## src/hdl/aecsr_pkg.sv

```systemverilog
package aecsr_pkg;

  // core clock and conversion timing
  localparam int CLK_PERIOD_NS = 10;
  localparam int CONV_TIME_NS  = 2700;
  // a conversion lasts at least the printed time, so round up
  localparam int CONV_CYCLES   =
    (CONV_TIME_NS + CLK_PERIOD_NS - 1) / CLK_PERIOD_NS;

  localparam int CONV_CNT_W = 9;
  localparam logic [CONV_CNT_W-1:0] CONV_CNT_LOAD =
    CONV_CNT_W'(CONV_CYCLES - 1);
  localparam logic [CONV_CNT_W-1:0] CONV_CNT_RST = 9'h000;

  // result word
  localparam int RESULT_BITS = 16;
  localparam logic [RESULT_BITS-1:0] RESULT_RST = 16'h0000;

  // serial frame: bit counter reaches this after the lsb is out
  localparam int BIT_CNT_W = 5;
  localparam logic [BIT_CNT_W-1:0] BIT_CNT_FIRST = 5'h01;
  localparam logic [BIT_CNT_W-1:0] BIT_CNT_LAST  = 5'h10;
  localparam logic [BIT_CNT_W-1:0] BIT_CNT_RST   = 5'h00;

  // pin synchroniser lanes and their values during reset
  localparam int PIN_W        = 5;
  localparam int PIN_REQ_N    = 0;
  localparam int PIN_CS_N     = 1;
  localparam int PIN_SCLK     = 2;
  localparam int PIN_EXT_SEL  = 3;
  localparam int PIN_CASCADE  = 4;
  localparam logic [PIN_W-1:0] PIN_RST = 5'h03;

  typedef enum logic [2:0]
  {
    FR_IDLE,
    FR_ARMED,
    FR_MARK,
    FR_SHIFT,
    FR_TAG
  } aecsr_frame_t;

endpackage

```

## src/hdl/aecsr_sync.sv

```systemverilog
`timescale 1ns/100ps

module aecsr_sync
#(
  parameter int               W       = 1,
  parameter logic [W-1:0]     RST_VAL = '0
)
(
  input  wire logic         clk,
  input  wire logic         reset,
  input  wire logic [W-1:0] pin_in,
  output wire logic [W-1:0] pin_sync
);

  typedef struct packed
  {
    logic [W-1:0] meta;
    logic [W-1:0] stable;
  } aecsr_sync_st_t;

  aecsr_sync_st_t st_r;
  aecsr_sync_st_t st_nxt;

  always_comb
  begin
    st_nxt.meta   = pin_in;
    st_nxt.stable = st_r.meta;
  end

  always_ff @(posedge clk)
  begin
    if (reset)
    begin
      st_r.meta   <= RST_VAL;
      st_r.stable <= RST_VAL;
    end
    else
    begin
      st_r <= st_nxt;
    end
  end

  assign pin_sync = st_r.stable;

endmodule

```

## src/hdl/aecsr_conv.sv

```systemverilog
`timescale 1ns/100ps

module aecsr_conv
(
  input  wire logic                              clk,
  input  wire logic                              reset,
  input  wire logic                              start,
  input  wire logic [aecsr_pkg::RESULT_BITS-1:0] sample_code,
  output wire logic                              busy_n,
  output wire logic                              done,
  output wire logic [aecsr_pkg::RESULT_BITS-1:0] result
);

  typedef struct packed
  {
    logic                              busy;
    logic                              done;
    logic [aecsr_pkg::CONV_CNT_W-1:0]  cnt;
    logic [aecsr_pkg::RESULT_BITS-1:0] held;
    logic [aecsr_pkg::RESULT_BITS-1:0] result;
  } aecsr_conv_st_t;

  aecsr_conv_st_t st_r;
  aecsr_conv_st_t st_nxt;

  always_comb
  begin
    st_nxt      = st_r;
    st_nxt.done = 1'b0;
    if (st_r.busy)
    begin
      // start requests during a conversion are dropped
      if (st_r.cnt == aecsr_pkg::CONV_CNT_RST)
      begin
        st_nxt.busy   = 1'b0;
        st_nxt.done   = 1'b1;
        st_nxt.result = st_r.held;
      end
      else
      begin
        st_nxt.cnt = st_r.cnt - 1'b1;
      end
    end
    else if (start)
    begin
      // sample is held at the start edge
      st_nxt.busy = 1'b1;
      st_nxt.cnt  = aecsr_pkg::CONV_CNT_LOAD;
      st_nxt.held = sample_code;
    end
  end

  always_ff @(posedge clk)
  begin
    if (reset)
    begin
      st_r.busy   <= 1'b0;
      st_r.done   <= 1'b0;
      st_r.cnt    <= aecsr_pkg::CONV_CNT_RST;
      st_r.held   <= aecsr_pkg::RESULT_RST;
      st_r.result <= aecsr_pkg::RESULT_RST;
    end
    else
    begin
      st_r <= st_nxt;
    end
  end

  assign busy_n = ~st_r.busy;
  assign done   = st_r.done;
  assign result = st_r.result;

endmodule

```

## src/hdl/aecsr_top.sv

```systemverilog
`timescale 1ns/100ps

module aecsr_top
(
  input  wire logic                              clk,
  input  wire logic                              reset,
  input  wire logic                              conv_req_n,
  input  wire logic                              chip_sel_n,
  input  wire logic                              shift_clock,
  input  wire logic                              clock_source_select,
  input  wire logic                              cascade_in,
  input  wire logic [aecsr_pkg::RESULT_BITS-1:0] sample_code,
  output wire logic                              busy_n,
  output wire logic                              frame_mark,
  output wire logic                              serial_out
);

  ////////////////////////////////////////////////////////////////////////////

  typedef struct packed
  {
    logic                              prev_req_n;
    logic                              prev_cs_n;
    logic                              prev_sclk;
    logic                              gated;
    logic                              pend;
    aecsr_pkg::aecsr_frame_t           frame;
    logic [aecsr_pkg::BIT_CNT_W-1:0]   bit_cnt;
    logic [aecsr_pkg::RESULT_BITS-1:0] shreg;
    logic                              tag;
    logic                              mark;
    logic                              sdo;
  } aecsr_top_st_t;

  aecsr_top_st_t st_r;
  aecsr_top_st_t st_nxt;

  logic [aecsr_pkg::PIN_W-1:0]       pins;
  logic                              conv_busy_n;
  logic                              conv_done;
  logic [aecsr_pkg::RESULT_BITS-1:0] conv_result;

  logic req_n;
  logic cs_n;
  logic sclk;
  logic ext_mode;
  logic req_fall;
  logic req_rise;
  logic cs_fall;
  logic cs_rise;
  logic sclk_rise;
  logic start_gated;
  logic start_free;
  logic start;
  logic arm_now;
  logic frame_busy;

  ////////////////////////////////////////////////////////////////////////////

  aecsr_sync
  #(
    .W       (aecsr_pkg::PIN_W),
    .RST_VAL (aecsr_pkg::PIN_RST)
  )
  u_sync
  (
    .clk      (clk),
    .reset    (reset),
    .pin_in   ({cascade_in, clock_source_select, shift_clock,
                chip_sel_n, conv_req_n}),
    .pin_sync (pins)
  );

  aecsr_conv u_conv
  (
    .clk         (clk),
    .reset       (reset),
    .start       (start),
    .sample_code (sample_code),
    .busy_n      (conv_busy_n),
    .done        (conv_done),
    .result      (conv_result)
  );

  ////////////////////////////////////////////////////////////////////////////

  assign req_n    = pins[aecsr_pkg::PIN_REQ_N];
  assign cs_n     = pins[aecsr_pkg::PIN_CS_N];
  assign sclk     = pins[aecsr_pkg::PIN_SCLK];
  assign ext_mode = pins[aecsr_pkg::PIN_EXT_SEL];

  assign req_fall  = st_r.prev_req_n & ~req_n;
  assign req_rise  = ~st_r.prev_req_n & req_n;
  assign cs_fall   = st_r.prev_cs_n & ~cs_n;
  assign cs_rise   = ~st_r.prev_cs_n & cs_n;
  // internal clock mode is not built, so the pin is ignored there
  assign sclk_rise = ext_mode & ~st_r.prev_sclk & sclk;

  assign start_gated = req_fall & ~cs_n;
  assign start_free  = cs_fall & ~req_n;
  assign start       = start_gated | start_free;

  // a gated completion never restarts a frame in flight; it waits in pend
  assign frame_busy = (st_r.frame == aecsr_pkg::FR_MARK) |
                      (st_r.frame == aecsr_pkg::FR_SHIFT);

  always_comb
  begin
    st_nxt            = st_r;
    st_nxt.prev_req_n = req_n;
    st_nxt.prev_cs_n  = cs_n;
    st_nxt.prev_sclk  = sclk;
    arm_now           = 1'b0;

    if (start & conv_busy_n)
    begin
      st_nxt.gated = start_gated;
    end

    // gated start arms a read-during frame
    if (start_gated & conv_busy_n)
    begin
      arm_now = 1'b1;
    end
    // gated completion re-arms for a read-after frame
    if (conv_done & st_r.gated)
    begin
      if (frame_busy)
      begin
        st_nxt.pend = 1'b1;
      end
      else
      begin
        arm_now = 1'b1;
      end
    end
    if (cs_fall & req_n)
    begin
      arm_now = 1'b1;
    end
    if (req_rise & ~cs_n & ~st_r.gated)
    begin
      arm_now = 1'b1;
    end

    if (cs_rise)
    begin
      // deselect ends any frame and releases the marker
      st_nxt.frame = aecsr_pkg::FR_IDLE;
      st_nxt.mark  = 1'b0;
      st_nxt.pend  = 1'b0;
    end
    else if (arm_now)
    begin
      st_nxt.frame = aecsr_pkg::FR_ARMED;
    end
    else if (sclk_rise & ~cs_n)
    begin
      case (st_r.frame)
        aecsr_pkg::FR_ARMED:
        begin
          // latest finished result is copied at the marker edge
          st_nxt.mark  = 1'b1;
          st_nxt.shreg = conv_result;
          st_nxt.frame = aecsr_pkg::FR_MARK;
        end
        aecsr_pkg::FR_MARK:
        begin
          st_nxt.mark    = 1'b0;
          st_nxt.sdo     = st_r.shreg[aecsr_pkg::RESULT_BITS-1];
          st_nxt.shreg   = {st_r.shreg[aecsr_pkg::RESULT_BITS-2:0], 1'b0};
          st_nxt.tag     = pins[aecsr_pkg::PIN_CASCADE];
          st_nxt.bit_cnt = aecsr_pkg::BIT_CNT_FIRST;
          st_nxt.frame   = aecsr_pkg::FR_SHIFT;
        end
        aecsr_pkg::FR_SHIFT:
        begin
          if (st_r.bit_cnt == aecsr_pkg::BIT_CNT_LAST)
          begin
            // lsb held until this edge, then the cascade level
            st_nxt.sdo   = st_r.tag;
            st_nxt.frame = st_r.pend ? aecsr_pkg::FR_ARMED
                                     : aecsr_pkg::FR_TAG;
            st_nxt.pend  = 1'b0;
          end
          else
          begin
            st_nxt.sdo     = st_r.shreg[aecsr_pkg::RESULT_BITS-1];
            st_nxt.shreg   = {st_r.shreg[aecsr_pkg::RESULT_BITS-2:0], 1'b0};
            st_nxt.bit_cnt = st_r.bit_cnt + 1'b1;
          end
        end
        aecsr_pkg::FR_IDLE,
        aecsr_pkg::FR_TAG:
        begin
          st_nxt.frame = st_r.frame;
        end
        default:
        begin
          st_nxt.frame = aecsr_pkg::FR_IDLE;
        end
      endcase
    end
  end

  always_ff @(posedge clk)
  begin
    if (reset)
    begin
      st_r.prev_req_n <= aecsr_pkg::PIN_RST[aecsr_pkg::PIN_REQ_N];
      st_r.prev_cs_n  <= aecsr_pkg::PIN_RST[aecsr_pkg::PIN_CS_N];
      st_r.prev_sclk  <= aecsr_pkg::PIN_RST[aecsr_pkg::PIN_SCLK];
      st_r.gated      <= 1'b0;
      st_r.pend       <= 1'b0;
      st_r.frame      <= aecsr_pkg::FR_IDLE;
      st_r.bit_cnt    <= aecsr_pkg::BIT_CNT_RST;
      st_r.shreg      <= aecsr_pkg::RESULT_RST;
      st_r.tag        <= 1'b0;
      st_r.mark       <= 1'b0;
      st_r.sdo        <= 1'b0;
    end
    else
    begin
      st_r <= st_nxt;
    end
  end

  assign busy_n     = conv_busy_n;
  assign frame_mark = st_r.mark;
  assign serial_out = st_r.sdo;

endmodule

```

## config.mk

```make
export PLATFORM = sky130hd
export DESIGN_NAME = aecsr_top
export DESIGN_NICKNAME = d
export VERILOG_FILES = /design/src/hdl/aecsr_pkg.sv /design/src/hdl/aecsr_sync.sv /design/src/hdl/aecsr_conv.sv /design/src/hdl/aecsr_top.sv
export SDC_FILE = /design/constraint.sdc
export NUM_CORES = 1
export LEC_CHECK = 0
export ABC_AREA = 0
export BUFFER_PORTS_ARGS = -buffer_cell sky130_fd_sc_hd__buf_2
export CAP_MARGIN = 15
export CELL_PAD_IN_SITES_DETAIL_PLACEMENT = 0
export CELL_PAD_IN_SITES_GLOBAL_PLACEMENT = 1
export CORE_ASPECT_RATIO = 0.9
export CORE_MARGIN = 3
export CORE_UTILIZATION = 50
export DETAILED_ROUTE_END_ITERATION = 7
export HOLD_SLACK_MARGIN = 0.08
export PLACE_DENSITY = 0.85
export SETUP_SLACK_MARGIN = 0.3
export SKIP_CTS_REPAIR_TIMING = 1
export SLEW_MARGIN = 20
export SYNTH_ARGS = -nofsm -noshare
export SYNTH_HDL_FRONTEND = slang
export SYNTH_HIERARCHICAL = 1
export SYNTH_SLANG_ARGS = --single-unit
```

## constraint.sdc

```tcl
create_clock -name clk -period 2.8 [get_ports clk]
set_input_delay 0.42 -clock clk [delete_from_list [all_inputs] [get_ports clk]]
set_output_delay 0.42 -clock clk [all_outputs]
set_load 0.02 [all_outputs]
```

==> results_dict.tcl, run 1 <==
set metrics [dict create \
    synth-main-ff-cell "dfxtp_1" \
    dp_slack_ns 0.845 \
    synth-seq-area-share_pct 43.8 \
    detail-route-antenna-nets 0 \
    ys_ff_latch 85 \
    multi_input_comb_area_mm2 0.00188 \
    routed_via_density 5.49 \
    drc 0 \
    dp_hpwl_um 4720 \
    slowest_delay_ns 0.42 \
    drive_gt1_share_pct 13.7 \
    core_mm2 0.00729 \
    grt_max_degree 48 \
    slew_violations 0 \
    htree_levels 3 \
    drt_iter0_markers 133 \
    nNetsFinal 452 \
    clockBufferDepth 2 \
    rrSetupSlack_ns 0.79 \
    seqCellArea_mm2 0.00170 \
    critical_path_class "flip-flop to flip-flop" \
    clkTransAtPathRegs_ns 0.09 \
    outcome "finished clean" \
    worst_pin_slew_ns 1.03 \
    worstRegToRegCells 8 \
    powerDensity_mw_per_mm2 514 \
    rsz0062_at_grt "false" \
    p_leak_nw 1.51 \
    start_kind "flip-flop" \
    die_h_um 89.6 \
    min_period_ns 2.01 \
    hold_viol 0 \
    path_buf_inv 2 \
    yosysWarnings 6 \
    post_drt_wl_per_cell_um 13.7 \
    via_count 2875 \
    syn_inst 426 \
    synth.top_cells.by_count "85 x dfxtp_1, 49 x a21oi_1, 41 x nand2_1, 35 x nand2b_1, 33 x mux2i_1" \
    path_delay_family "compound AO/OA/AOI/OAI gates" \
    maxClockFrequency_mhz 498 \
    synth-edff-count 0 \
    cts_buffers 9 \
    min_period_over_period_pct 71.7 \
    crit_slowest_cell "dfxtp_1" \
    tns_ns 0 \
    r2r_end "st_r[7]" \
    regToRegStartpoint "st_r[19]" \
    fin_ws_ns 0.792 \
    async_flop_share_pct 0 \
    fillCellCount 635 \
    root_buffer "clkbuf_8" \
    diodes 0 \
    worst-path-max-fanout 32 \
    fp.dieW_um 98.9 \
    syn_area_mm2 0.00388 \
    place_congestion 0.792 \
    cp_data_arrival_time_ns 2.26 \
    ir_drop_mv 0.262 \
    wirelength_um 7170 \
    grt_overflow 0 \
    finClkSkew_ns 0.0104 \
    track_usage_pct 17.1 \
    relSlewSlack_pct 31.2 \
    drv_cap 0 \
    worstPathRequired_ns 3.05 \
    crit_path_end_kind "flip-flop" \
    grt_pass1_vias 2609 \
    initial_core_util_pct 53.3 \
    post-synth-top-count-cell "dfxtp_1" \
    synth_cell_types 55 \
    cts_tree "done" \
    synth_area_leaders "dfxtp_1 44%, mux2i_1 8.5%, a21oi_1 6.3%" \
    syn-num-nets 452 \
    drtPass1Iterations 4 \
    worstPathCellList "inv_1 -> ha_1 -> nor4bb_1 -> a31oi_1 -> o21a_1 -> buf_4 -> a21oi_1 -> a311oi_1" \
    synthToLayoutAreaGrowth_pct 5.89 \
    hold_start "chip_sel_n" \
    portBuffers 25 \
    rows 29 \
    holdCritPathClass "primary input to flip-flop" \
    grt_pass1_wl_um 12300 \
    yosysTopAreaCell "dfxtp_1" \
    syn_avg_cell_area_um2 9.12 \
    setup_viol 0 \
    synth_top_area_share_pct 43.8 \
    antenna_found_initial 0 \
    clk_latency_ns 0.35 \
    cts_sinks 85 \
    holdPathStages 2 \
    die_area_mm2 0.00887 \
    io_pins 26 \
    whs_endpoint "u_sync/st_nxt[1]" \
]
==> per-layer routing <==
layer / global-route usage, % / vias up / part of all wire [%]
met5: 0 / - / 0
met4: 6.33 / 0 / 1.1
met3: 4.40 / 6 / 3.8
met2: 26.4 / 59 / 45
met1: 23.3 / 1319 / 50
li1: - / 1491 / -
==> flip-flops by register name, indices dropped and copies added, names as in the netlist <==
register,cells
frame_mark,1
serial_out,1
st_r,30
u_conv/done,1
u_conv/result,16
u_conv/st_r,26
u_sync/pin_sync,5
u_sync/st_nxt,5
==> per-stage QoR <==
stage                     instances  cell area (um^2)  utilization (%)  hold slack (ns)  total power (W)
after floorplan                 426              3880                -            0.383          0.00132
after global placement          508              3930             53.9            0.391          0.00135
after detailed placement        508              3930             53.9            0.389          0.00135
after CTS                       524              4110             56.4            0.228          0.00215
after global routing            524              4110             56.4            0.240          0.00221
final                           524              4110             56.4            0.250          0.00211
==> area by class of cell <==
type	instances	share of cell area, %
flip-flops and latches	85	41.4
repair buffers	33	4.50
multi-input cells	285	45.8
clock inverters	7	1.43
well taps	93	2.83
clock buffers	9	3.01
inverters	12	1.09
==> worst max path at each step <==
stage,from,endpoint,slack [ns],cells after the start
CTS,st_r[19],st_r[7],0.80,8
floorplan,u_conv/st_r[42],st_r[4],0.79,8
global route,st_r[19],st_r[7],0.54,8
global placement,u_conv/st_r[42],st_r[17],0.92,8
detailed placement,st_r[19],st_r[7],0.85,8
finish,st_r[19],st_r[7],0.79,8
==> logic make-up after synthesis <==
family	after synthesis	share of synthesized area [%]
fa+ha+maj	3	0.966
buf+inv	56	7.73
mux	34	8.79
compound gates	98	16.8
flops	85	43.8
simple gates	149	21.7
xor+xnor	1	0.225
==> layout by cell type, fill, tap and decap left out, types with 4 or more instances in the layout <==
master    instances
dfxtp_1          85
a21oi_1          49
nand2_1          41
nand2b_1         35
mux2i_1          33
buf_2            25
nor2_1           16
a311oi_1         16
inv_1            12
nor2b_1          10
nor3_1            9
clkbuf_8          9
nor4_1            8
buf_4             8
o21ai_0           6
a31oi_1           5
nand3_1           4
or2_1             4
==> power by group <==
group	leakage [nW]	internal [W]	switching (W)	total, W
clock network	0.0868	0.000334	0.000456	0.000791
registers	0.687	0.00122	0.0000111	0.00123
logic	0.737	0.0000393	0.0000518	0.0000911
total	1.51	0.00159	0.000519	0.00211
Note: power is estimated with default switching activity, not from simulation.
==> run 2: changes to the inputs <==
- ABC_AREA: 0 -> 1
- CORE_UTILIZATION: 50 -> 44
- PLACE_DENSITY: 0.85 -> 0.8
- clock period: 2.8 -> 1.9 ns (I/O delays scaled with it)
==> run 2 against run 1 <==
  * Clock skew grew 0.0046 ns
  * Hold slack lost 0.15 ns
  * Design area grew 6.1%
  * Utilization shrank 3.6 points
  * Wire length grew 7.2%
  * Clock power grew 50%
  * Via count grew 9.4%
  * Total power grew 51%
  * Sequential share of layout area shrank 2.1 points
  * Clock-buffer cell count is the same
==> results_dict.tcl, run 2 <==
set metrics [dict create \
    regMostFlops "st_r" \
    drv_cap 0 \
    fp.dieW_um 104 \
    dp_hpwl_um 4980 \
    detail-route-antenna-nets 0 \
    slew_violations 0 \
    syn_area_mm2 0.00382 \
    cts_tree "done" \
    hold_viol 0 \
    worstPathRequired_ns 2.16 \
    powerDensity_mw_per_mm2 732 \
    grt_max_degree 34 \
    cp_data_arrival_time_ns 1.80 \
    ys_ff_latch 85 \
    io_pins 26 \
    track_usage_pct 15.6 \
    synthToLayoutAreaGrowth_pct 14.1 \
    finalInstanceArea_mm2 0.00436 \
    finClkSkew_ns 0.0150 \
    worst_pin_slew_ns 0.331 \
    clockBufferDepth 2 \
    synth_cell_types 31 \
    start_kind "flip-flop" \
    syn-num-nets 558 \
    worst-path-max-fanout 4 \
    ir_drop_mv 0.334 \
    synth_top_family_by_area "simple AND/OR/NAND/NOR gates" \
    synth_top_area_share_pct 44.5 \
    holdCritPathClass "primary input to flip-flop" \
    clk_latency_ns 0.36 \
    path_delay_family "simple AND/OR/NAND/NOR gates" \
    synthAdderAreaFrac_pct 0.982 \
    maxClockFrequency_mhz 648 \
    die_area_mm2 0.00984 \
    path_buf_inv 3 \
    setup_viol 0 \
    routed_via_density 4.66 \
    grt_pass1_wl_um 12600 \
    critical_path_class "flip-flop to flip-flop" \
    final_common_cell "nor2_1" \
    initial_core_util_pct 46.3 \
    core_mm2 0.00826 \
    antenna_found_initial 0 \
    placed_cell_area_mm2 0.00391 \
    hold_start "conv_req_n" \
    drive_gt1_share_pct 21.4 \
    p_leak_nw 1.86 \
    largest_reg_flops 30 \
    nNetsFinal 581 \
    synth_area_leaders "dfxtp_1 45%, nor2_1 10%, nand2_1 9.5%" \
    place_congestion 0.841 \
    grt_overflow 0 \
    yosysTopAreaCell "dfxtp_1" \
    drc 0 \
    die_h_um 94.4 \
    crit_path_end_kind "flip-flop" \
    post_drt_wl_per_cell_um 11.4 \
    top_regs "st_r x30, u_conv/st_r x26, u_conv/result x16" \
    synth.top_cells.by_count "103 x nor2_1, 97 x nand2_1, 85 x dfxtp_1, 56 x inv_1, 34 x a21oi_1" \
    regToRegStartpoint "st_r[20]" \
    cp-startpoint "st_r[20]" \
    relSlewSlack_pct 77.9 \
    syn_inst 532 \
    min_period_ns 1.54 \
    synth-main-ff-cell "dfxtp_1" \
    grt_pass1_vias 2783 \
    diodes 0 \
    post-synth-top-count-cell "nor2_1" \
    rsz0062_at_grt "true" \
    synth_compound_area_share_pct 12.6 \
    htree_levels 3 \
    root_buffer "clkbuf_8" \
    crit_slowest_cell "dfxtp_2" \
    drt_iter0_markers 79 \
    synth_xor_area_share_pct 1.15 \
    via_count 3145 \
    wirelength_um 7680 \
    worstPathCellList "inv_2 -> ha_4 -> nand2_1 -> inv_1 -> nand2_2 -> nor2_4 -> nor3_4 -> buf_6 -> nand2_4 -> o21ai_2 -> nor2_1" \
    yosysWarnings 6 \
    outcome "finished clean" \
    synth-seq-area-share_pct 44.5 \
    yosys.area_share.simple_pct 28.2 \
    cts_buffers 9 \
    final_cell_mix "102 x nor2_1, 95 x nand2_1, 81 x dfxtp_1" \
    slowest_delay_ns 0.37 \
    tns_ns 0 \
    synthMuxAreaShare_pct 0 \
    cts_sinks 85 \
    rows 31 \
    synth-edff-count 0 \
    clkTransAtPathRegs_ns 0.09 \
    async_flop_share_pct 0 \
    drtPass1Iterations 4 \
    min_period_over_period_pct 81.2 \
    syn_avg_cell_area_um2 7.18 \
    portBuffers 25 \
]
[run 2: cell types whose count changed after synthesis, moves of 15 or more]
cell	change
nand2_1	+56
a21oi_1	-15
nor2_1	+87
o21ai_0	+20
mux2i_1	-33
nand2b_1	-35
inv_1	+44
a311oi_1	-16
o21ai_1	+25
nand3_1	+18
[run 2: cell type report]
class | count | area (um^2)
Clock inverter | 7 | 56.3
Inverter | 67 | 267
Timing Repair Buffer | 38 | 226
Multi-Input combinational cell | 353 | 1830
Clock buffer | 9 | 124
Fill cell | 799 | 3900
Tap cell | 115 | 144
Timing Repair inverter | 1 | 8.76
Sequential cell | 85 | 1710
[run 2: worst register-to-register path: cells and delay by family, from the launching register on]
| family | cells | cell delay [ns] |
|---|---|---|
| AND/OR/NAND/NOR | 6 | 0.55 |
| flip-flops | 1 | 0.37 |
| buffers and inverters | 3 | 0.25 |
| adder cells (fa/ha/maj) | 1 | 0.15 |
| AO/OA/AOI/OAI | 1 | 0.13 |
[run 2: kinds of logic (layout without fill, tap and decap cells)]
| kind of cell | after synthesis | after routing |
|---|---|---|
| xor gates and xnor gates | 5 | 5 |
| AOI/OAI and AO/OA | 93 | 93 |
| buffers and inverters | 99 | 122 |
| and+or+nand+nor | 247 | 252 |
| adders and majority gates | 3 | 3 |
| DFF | 85 | 85 |
[run 2: where the power goes]
| group | internal [W] | switching (W) |
|---|---|---|
| Combinational | 0.0000726 | 0.000111 |
| Clock | 0.000491 | 0.000697 |
| Sequential | 0.00181 | 0.0000163 |
[run 2: path summary, 6_finish.rpt]
| check | depth (start not counted) | to | slack, ns |
|---|---|---|---|
| max | 11 | st_r[12] | 0.36 |
| min reg2reg | 2 | u_sync/pin_sync[4] | 0.40 |
| min | 3 | u_sync/st_nxt[0] | 0.1 |
| max reg2reg | 11 | st_r[12] | 0.36 |
[run 2: metrics by stage]
step	util (%)	power [W]	hold slack, ns	worst slack (ns)	cells
4_1_cts	49.5	0.00322	0.0881	0.207	662
2_1_floorplan	-	0.00198	0.354	0.411	532
3_3_place_gp	47.3	0.00203	0.394	0.259	646
6_report	52.8	0.00319	0.0995	0.356	675
3_5_place_dp	47.3	0.00203	0.397	0.211	646
5_1_grt	52.8	0.00334	0.102	0.230	675
[run 2: metal layers]
layer  vias to the layer above  share of wire (%)  track usage (%)
met4                         0               0.69             5.20
met2                        56                 45             23.8
met3                         4                4.1             4.78
met1                      1379                 50             21.2
li1                       1706                  -                -
met5                         -                  0                0
